===== config.mk =====
export PLATFORM = sky130hd
export DESIGN_NAME = rtc_two_wire_target_port
export DESIGN_NICKNAME = d
export VERILOG_FILES = /design/src/hw/rtc_twi_pkg.sv /design/src/hw/byte_buffer.sv /design/src/hw/rtc_two_wire_target_port.sv
export VERILOG_INCLUDE_DIRS = /design/src /design/src/hw
export SDC_FILE = /design/constraint.sdc
export NUM_CORES = 1
export LEC_CHECK = 0
export BUFFER_PORTS_ARGS = -buffer_cell sky130_fd_sc_hd__buf_2
export CAP_MARGIN = 5
export CORE_ASPECT_RATIO = 1.1
export CORE_UTILIZATION = 55
export DETAILED_ROUTE_END_ITERATION = 10
export GPL_ROUTABILITY_DRIVEN = 0
export PLACE_DENSITY_LB_ADDON = 0.08
export SETUP_SLACK_MARGIN = 0.05
export SKIP_CTS_REPAIR_TIMING = 1
export SLEW_MARGIN = 20
export SYNTH_ARGS = -nofsm -noshare
export SYNTH_HDL_FRONTEND = slang
export SYNTH_SLANG_ARGS = --single-unit

===== constraint.sdc =====
create_clock -name sys_clk -period 3.41 [get_ports sys_clk]
set_input_delay 0.5115 -clock sys_clk [delete_from_list [all_inputs] [get_ports sys_clk]]
set_output_delay 0.5115 -clock sys_clk [all_outputs]
set_load 0.01 [all_outputs]

===== src/hw/rtc_twi_consts.svh =====
// constants of the two-wire target port
`ifndef RTC_TWI_CONSTS_SVH
`define RTC_TWI_CONSTS_SVH

// ----------------------------------------------------------------------
// addresses
// ----------------------------------------------------------------------
`define RTC_OWN_ADDR 7'h51
`define RTC_TEST_BYTE_A 8'h49
`define RTC_TEST_BYTE_B 8'h4A
`define RTC_DIR_BIT 0

// ----------------------------------------------------------------------
// byte framing
// ----------------------------------------------------------------------
`define RTC_LAST_BIT 3'h7
`define RTC_PTR_RESET 8'h00
`define RTC_PTR_STEP 8'h01

`endif


===== src/hw/rtc_twi_pkg.sv =====
// types shared by the two-wire target port and its testbench
package rtc_twi_pkg;

  typedef enum logic [7:0] {
    ST_IDLE   = 8'h01,
    ST_ADDR   = 8'h02,
    ST_ACK_TX = 8'h04,
    ST_RX     = 8'h08,
    ST_STALL  = 8'h10,
    ST_TX     = 8'h20,
    ST_ACK_RX = 8'h40,
    ST_WAIT   = 8'h80
  } state_type;

  typedef struct packed {
    logic test;
    logic [7:0] addr;
    logic [7:0] data;
  } wr_word_type;

endpackage


===== src/hw/byte_buffer.sv =====
// two-entry skid buffer with valid and ready on both sides
`timescale 1ns/100ps
module byte_buffer #(
  parameter int WIDTH = 17
) (
  input wire logic sys_clk,
  input wire logic rst_n,
  input wire logic in_valid,
  output logic in_ready,
  input wire logic [WIDTH-1:0] in_data,
  output logic out_valid,
  input wire logic out_ready,
  output logic [WIDTH-1:0] out_data
);
  logic out_valid_reg;
  logic skid_valid_reg;
  logic [WIDTH-1:0] out_data_reg;
  logic [WIDTH-1:0] skid_data_reg;
  logic take;
  logic drain;

  assign take = in_valid & ~skid_valid_reg;
  assign drain = out_valid_reg & out_ready;
  // ready from a flop only, so the source never sees a combinational loop
  assign in_ready = ~skid_valid_reg;
  assign out_valid = out_valid_reg;
  assign out_data = out_data_reg;

  always_ff @(posedge sys_clk) begin
    if (!rst_n) begin
      out_valid_reg <= 1'b0;
      skid_valid_reg <= 1'b0;
      out_data_reg <= '0;
      skid_data_reg <= '0;
    end else begin
      if (!out_valid_reg || drain) begin
        if (skid_valid_reg) begin
          out_data_reg <= skid_data_reg;
          out_valid_reg <= 1'b1;
          skid_valid_reg <= take;
          skid_data_reg <= in_data;
        end else begin
          out_data_reg <= in_data;
          out_valid_reg <= take;
        end
      end else if (take) begin
        skid_valid_reg <= 1'b1;
        skid_data_reg <= in_data;
      end
    end
  end
endmodule


===== src/hw/rtc_two_wire_target_port.sv =====
// two-wire target port: framing, address match, register pointer
//
// Operation
// - answer own address or a test byte, else release
// - fixed seven-bit address, A2 write A3 read
// - direction in bit 0, one means read
// - write: address, pointer byte, data bytes acknowledged
// - unlimited byte count per transaction
// - test bytes 49 and 4A are answered
// - pointer advances after every data byte
// - receiver drives acknowledge on ninth clock
// - no acknowledge on read: release, await stop
// - start, stop, repeated start from data edges
`timescale 1ns/100ps
`include "rtc_twi_consts.svh"
module rtc_two_wire_target_port (
  input wire logic sys_clk,
  input wire logic rst_n,
  input wire logic scl_in,
  output logic scl_out,
  output logic scl_oe,
  input wire logic sda_in,
  output logic sda_out,
  output logic sda_oe,
  output logic [7:0] rd_addr,
  input wire logic [7:0] rd_data,
  output logic wr_valid,
  input wire logic wr_ready,
  output rtc_twi_pkg::wr_word_type wr_word,
  output logic test_sel
);
  import rtc_twi_pkg::*;

  // --------------------------------------------------------------------
  // line sampling and bus conditions
  // --------------------------------------------------------------------
  state_type state_reg;
  logic scl_q_reg;
  logic sda_q_reg;
  logic [7:0] shift_reg;
  logic [2:0] cnt_reg;
  logic full_reg;
  logic dir_reg;
  logic after_addr_reg;
  logic have_ptr_reg;
  logic [7:0] ptr_reg;
  logic sda_oe_reg;
  logic scl_oe_reg;
  logic test_sel_reg;
  logic buf_ready;
  logic push;
  logic scl_rise;
  logic scl_fall;
  logic start_cond;
  logic stop_cond;
  logic data_done;
  logic addr_hit;
  logic test_hit;
  wr_word_type push_word;

  always_ff @(posedge sys_clk) begin
    if (!rst_n) begin
      scl_q_reg <= 1'b1;
      sda_q_reg <= 1'b1;
    end else begin
      scl_q_reg <= scl_in;
      sda_q_reg <= sda_in;
    end
  end

  assign scl_rise = scl_in & ~scl_q_reg;
  assign scl_fall = ~scl_in & scl_q_reg;
  assign start_cond = scl_in & scl_q_reg & sda_q_reg & ~sda_in;
  assign stop_cond = scl_in & scl_q_reg & ~sda_q_reg & sda_in;
  assign data_done = scl_fall & full_reg;
  assign addr_hit = shift_reg[7:1] == `RTC_OWN_ADDR;
  assign test_hit = (shift_reg == `RTC_TEST_BYTE_A) | (shift_reg == `RTC_TEST_BYTE_B);
  // a full buffer stalls here by stretching the clock, not by dropping
  assign push = buf_ready & (((state_reg == ST_RX) & data_done & have_ptr_reg)
                | (state_reg == ST_STALL));
  assign push_word = '{test: test_sel_reg, addr: ptr_reg, data: shift_reg};

  // --------------------------------------------------------------------
  // transaction sequencing
  // --------------------------------------------------------------------
  always_ff @(posedge sys_clk) begin
    if (!rst_n) begin
      state_reg <= ST_IDLE;
      dir_reg <= 1'b0;
      after_addr_reg <= 1'b0;
      have_ptr_reg <= 1'b0;
      test_sel_reg <= 1'b0;
    end else if (stop_cond) begin
      state_reg <= ST_IDLE;
      test_sel_reg <= 1'b0;
    end else if (start_cond) begin
      state_reg <= ST_ADDR;
      test_sel_reg <= 1'b0;
    end else begin
      unique case (state_reg)
        ST_IDLE: begin
          state_reg <= ST_IDLE;
        end
        ST_ADDR: begin
          if (data_done) begin
            if (addr_hit || test_hit) begin
              state_reg <= ST_ACK_TX;
              dir_reg <= shift_reg[`RTC_DIR_BIT];
              after_addr_reg <= 1'b1;
              test_sel_reg <= test_hit;
            end else begin
              state_reg <= ST_WAIT;
            end
          end
        end
        ST_ACK_TX: begin
          if (scl_fall) begin
            after_addr_reg <= 1'b0;
            if (after_addr_reg && dir_reg) begin
              state_reg <= ST_TX;
            end else begin
              state_reg <= ST_RX;
              if (after_addr_reg) begin
                have_ptr_reg <= 1'b0;
              end
            end
          end
        end
        ST_RX: begin
          if (data_done) begin
            if (!have_ptr_reg) begin
              have_ptr_reg <= 1'b1;
              state_reg <= ST_ACK_TX;
            end else begin
              state_reg <= buf_ready ? ST_ACK_TX : ST_STALL;
            end
          end
        end
        ST_STALL: begin
          if (buf_ready) begin
            state_reg <= ST_ACK_TX;
          end
        end
        ST_TX: begin
          if (scl_fall && cnt_reg == `RTC_LAST_BIT) begin
            state_reg <= ST_ACK_RX;
          end
        end
        ST_ACK_RX: begin
          if (scl_rise && sda_in) begin
            state_reg <= ST_WAIT;
          end else if (scl_fall) begin
            state_reg <= ST_TX;
          end
        end
        ST_WAIT: begin
          state_reg <= ST_WAIT;
        end
        default: begin
          state_reg <= ST_IDLE;
        end
      endcase
    end
  end

  // --------------------------------------------------------------------
  // shift register and bit count
  // --------------------------------------------------------------------
  always_ff @(posedge sys_clk) begin
    if (!rst_n) begin
      shift_reg <= 8'h00;
      cnt_reg <= 3'h0;
      full_reg <= 1'b0;
    end else if (start_cond || (state_reg == ST_ACK_TX && scl_fall && !(after_addr_reg
                 && dir_reg))) begin
      cnt_reg <= 3'h0;
      full_reg <= 1'b0;
    end else if ((state_reg == ST_ADDR || state_reg == ST_RX) && scl_rise) begin
      shift_reg <= {shift_reg[6:0], sda_in};
      cnt_reg <= cnt_reg + 3'h1;
      full_reg <= cnt_reg == `RTC_LAST_BIT;
    end else if ((state_reg == ST_ACK_TX || state_reg == ST_ACK_RX) && scl_fall) begin
      // next read byte goes out on the fall that ends the acknowledge
      shift_reg <= rd_data;
      cnt_reg <= 3'h0;
      full_reg <= 1'b0;
    end else if (state_reg == ST_TX && scl_fall) begin
      shift_reg <= {shift_reg[6:0], 1'b1};
      cnt_reg <= cnt_reg + 3'h1;
    end
  end

  // --------------------------------------------------------------------
  // register pointer
  // --------------------------------------------------------------------
  always_ff @(posedge sys_clk) begin
    if (!rst_n) begin
      ptr_reg <= `RTC_PTR_RESET;
    end else if (state_reg == ST_RX && data_done && !have_ptr_reg) begin
      ptr_reg <= shift_reg;
    end else if (push || (state_reg == ST_TX && scl_fall && cnt_reg == `RTC_LAST_BIT)) begin
      ptr_reg <= ptr_reg + `RTC_PTR_STEP;
    end
  end

  // --------------------------------------------------------------------
  // pin drivers, open drain: only ever pull low
  // --------------------------------------------------------------------
  always_ff @(posedge sys_clk) begin
    if (!rst_n) begin
      sda_oe_reg <= 1'b0;
      scl_oe_reg <= 1'b0;
    end else begin
      sda_oe_reg <= (state_reg == ST_ACK_TX) | ((state_reg == ST_TX) & ~shift_reg[7]);
      scl_oe_reg <= (state_reg == ST_STALL) | (scl_oe_reg & ~sda_oe_reg);
    end
  end

  assign sda_oe = sda_oe_reg;
  assign scl_oe = scl_oe_reg;
  assign sda_out = 1'b0;
  assign scl_out = 1'b0;
  assign rd_addr = ptr_reg;
  assign test_sel = test_sel_reg;

  // --------------------------------------------------------------------
  // write buffer toward the register file
  // --------------------------------------------------------------------
  byte_buffer #(
    .WIDTH($bits(wr_word_type))
  ) u_wr_buffer (
    .sys_clk(sys_clk),
    .rst_n(rst_n),
    .in_valid(push),
    .in_ready(buf_ready),
    .in_data(push_word),
    .out_valid(wr_valid),
    .out_ready(wr_ready),
    .out_data(wr_word)
  );
endmodule


==> reports/summary.txt <==
Highest Clock Rate: 392 MHz
Leakage power summed over all cells: 1.51 nW
Min setup slack post-route: 0.857 ns
Worst reg2reg setup slack: 0.86 ns
Count of boundary I/O pins: 44
Detailed-routing iteration count for the pre-antenna-repair pass: 4
Antenna Violating Nets Remaining: 0
Crit path arrival time: 2.76 ns
Layout area overhead: 11.4%
Critical-path cell list: nor3_1, nand3_1, o211a_1, nor2_1, a211oi_1
Top library cells by usage in the layout, fill and taps aside: dfxtp_1 (72), nor2_1 (55), mux2i_1 (43)
Worst path buffer plus inverter count: 0
PortBufs: 41
Req. time, crit path: 3.62 ns
Beginning of the worst register-to-register path: state_reg[7]$_SDFFE_PP0P_
Setup CP Type: flop to flop
Overall track demand over capacity in global routing: 25.9%
Initial detailed-routing violation count: 115
Relative contribution of combinational cells to total power: 3.3%
Most common cell after layout, fill and taps aside: dfxtp_1
Number of synthesized register bits: 72
TritonCTS clock tree: built
Met1 capacity usage during global routing: 32.8%
Hold/Removal Path Class: input port to flop
Part of the Yosys area used for sequential elements: 41.0%
Effective utilization at floorplan: 57.1%
Worst-case reg-to-reg path depth: 5
Number of vias after detailed routing: 3,085
Post-synthesis instance area: 3510 sq um
Final-report hold violation count: 0
Sinks on the clock net: 72
Power per Cell Area: 388 nW/um^2
Minimum clock period after layout: 2.55 ns
Number of core rows: 30
Clock Power Share: 40.9%
Family with the most delay on the worst path: simple AND/OR/NAND/NOR gates
Final setup vio count: 0
Vias per Instance: 5.99
Die outline area: 6710 sq um
NetSw: 0.000371 W
Endpoint of the lowest-slack register-to-register path: shift_reg[4]$_SDFFE_PN0P_
Final sum of negative setup slack: 0 ns
Global-route congestion overflow total: 0
Launching instance or port of the critical path: state_reg[7]$_SDFFE_PP0P_
Ant diodes: 0
Vertical die dimension: 85.8 microns
Critical path capture point: shift_reg[4]$_SDFFE_PN0P_
Unrepaired setup endpoints after global routing: no
Proportion of register bits with asynchronous set or reset after synthesis: 0%
Layout net count: 446
Vias in the first global route: 2,794
Number of antenna violations at the first check in global routing: 0
Yosys warnings: 0
Clock skew after layout: 0.00788 ns
Global-route wire length before repair: 13,500 microns
Fraction of power spent switching nets: 24.5%
Share of final-layout standard cells stronger than drive strength 1: 16.1%
Clock input transition at the sequential cells of the worst setup and hold paths: 0.08 ns
Final routed wirelength across all metal layers: 8240 microns
Synth unique cells: 54
Most congested layer reported by global routing: met2
Startpoint type of the worst setup path: flop
Horizontal die dimension: 78.2 microns
Result of the run: finished clean
Number of pins with negative max-slew slack in the final report: 0
Number of flops mapped to enable cells by yosys: 0
Final cycle utilization of the critical path: 74.9%
Top flip-flop cell by instance count after synthesis: dfxtp_1
Total half-perimeter wirelength after legalization and detailed placement: 5760 microns
Stage delay of the slowest cell on the critical path: 0.74 ns
Root buffer selected by CTS: clkbuf_8
H-tree depth: 3
Crit path max-delay cell type: nor3_1
Worst skew pair latency: 0.35 ns
Critical path fanouts, max: 10
Deepest clock path buffer count: 2
Instance count on the critical path: 5
Kind of end point of the critical path: flop
Core region area: 6160 sq um
WL per Instance: 16.0 microns
Relative contribution of sequential cells to total power: 55.8%
Worst Tran Pin Value: 0.848 ns
Int Power: 0.00114 W
TritonCTS buffer count: 9
Avg Inst Size Synth: 8.81 sq um
Maximum number of pins on one net before global-route repair: 38
DRC violation count after routing: 0
Peak supply drop: 0.215 mV
Headroom to the max-slew limit: 43.0%
Met3 track utilization from global routing: 5.85%
Number of max-cap violations: 0
Worst setup slack after placement: 0.971 ns
Met2 Resource Use GR: 43.1%
Gate Count Post-Synth: 399
## through the flow
| stage | cell area [sq um] | total power [W] | utilization [%] | hold WS, ns | cells |
|---|---|---|---|---|---|
| 5_1_grt | 3910 | 0.00158 | 63.6 | 0.455 | 515 |
| 3_5_place_dp | 3730 | 0.000914 | 60.6 | 0.450 | 499 |
| 4_1_cts | 3910 | 0.00153 | 63.6 | 0.439 | 515 |
| 6_report | 3910 | 0.00152 | 63.6 | 0.450 | 515 |
| 3_3_place_gp | 3730 | 0.000914 | 60.6 | 0.458 | 499 |
| 2_1_floorplan | 3520 | 0.000898 | - | 0.436 | 400 |
## layout make-up
cell class	count	area (sq um)
inverters	6	22.5
clock inverters	6	43.8
flip-flops and latches	72	1440
well taps	80	100
multi-input cells	293	1910
fillers	552	2240
repair buffers	48	258
clock buffers	10	138
## cells in the mapped netlist (4+ instances only)
library cell	n	share of area [%]
nor4_1	4	0.71
xnor2_1	7	1.7
nand2b_1	7	1.2
nor2b_1	6	1.1
a311oi_1	4	1.0
nand4_1	8	1.4
inv_1	5	0.53
nor2_1	55	5.9
nand2_1	14	1.5
a31oi_1	4	0.71
clkbuf_1	18	1.9
xor2_1	4	1.0
mux2i_1	43	12
nand3_1	15	2.1
nor3_1	12	1.7
o21ai_0	10	1.4
dfxtp_1	72	41
and3_1	5	0.89
buf_1	4	0.43
a21oi_1	27	3.8
a211oi_1	27	5.8
## routing by layer
| layer | up-vias | share of wire [%] | wire, microns |
|---|---|---|---|
| met2 | 93 | 49 | 4030 |
| li1 | 1523 | - | - |
| met5 | - | 0 | 0 |
| met1 | 1451 | 45 | 3690 |
| met3 | 18 | 4.6 | 380 |
| met4 | 0 | 1.7 | 142 |
## worst reg2reg max path, cell delays in order, from the launching register on
cell and delay, ns:
dfxtp_1 0.41, nor3_1 0.74, nand3_1 0.35, o211a_1 0.38, nor2_1 0.40, a211oi_1 0.14
## logic make-up after synthesis
family,after synthesis,share of synthesized area (%)
muxes,43,12.3
adders and majority gates,3,1.07
buffers and inverters,35,4.74
xor gates and xnor gates,11,2.74
other,1,0.107
DFF,72,41.0
AOI/OAI and AO/OA,89,16.9
and+or+nand+nor,145,21.2
## power by group through the flow
stage	Clock, W	Sequential, W	Combinational [W]
floorplan	0	0.000864	0.0000345
global placement	0	0.000865	0.0000487
detailed placement	0	0.000865	0.0000490
CTS	0.000631	0.000846	0.0000495
global route	0.000675	0.000846	0.0000551
finish	0.000621	0.000846	0.0000498
## worst min path at each step
| stage | from | end | slack, ns | depth (start not counted) |
|---|---|---|---|---|
| after floorplan | cnt_reg[1]$_SDFFE_PP0P_ | cnt_reg[1]$_SDFFE_PP0P_ | 0.44 | 2 |
| after global placement | cnt_reg[2]$_SDFFE_PP0P_ | cnt_reg[2]$_SDFFE_PP0P_ | 0.46 | 2 |
| after detailed placement | cnt_reg[1]$_SDFFE_PP0P_ | cnt_reg[1]$_SDFFE_PP0P_ | 0.45 | 2 |
| after CTS | scl_in | scl_q_reg$_SDFF_PN1_ | 0.44 | 2 |
| after global routing | scl_in | scl_q_reg$_SDFF_PN1_ | 0.46 | 2 |
| final | scl_in | scl_q_reg$_SDFF_PN1_ | 0.45 | 2 |
Power figures use the tool's default switching activity.
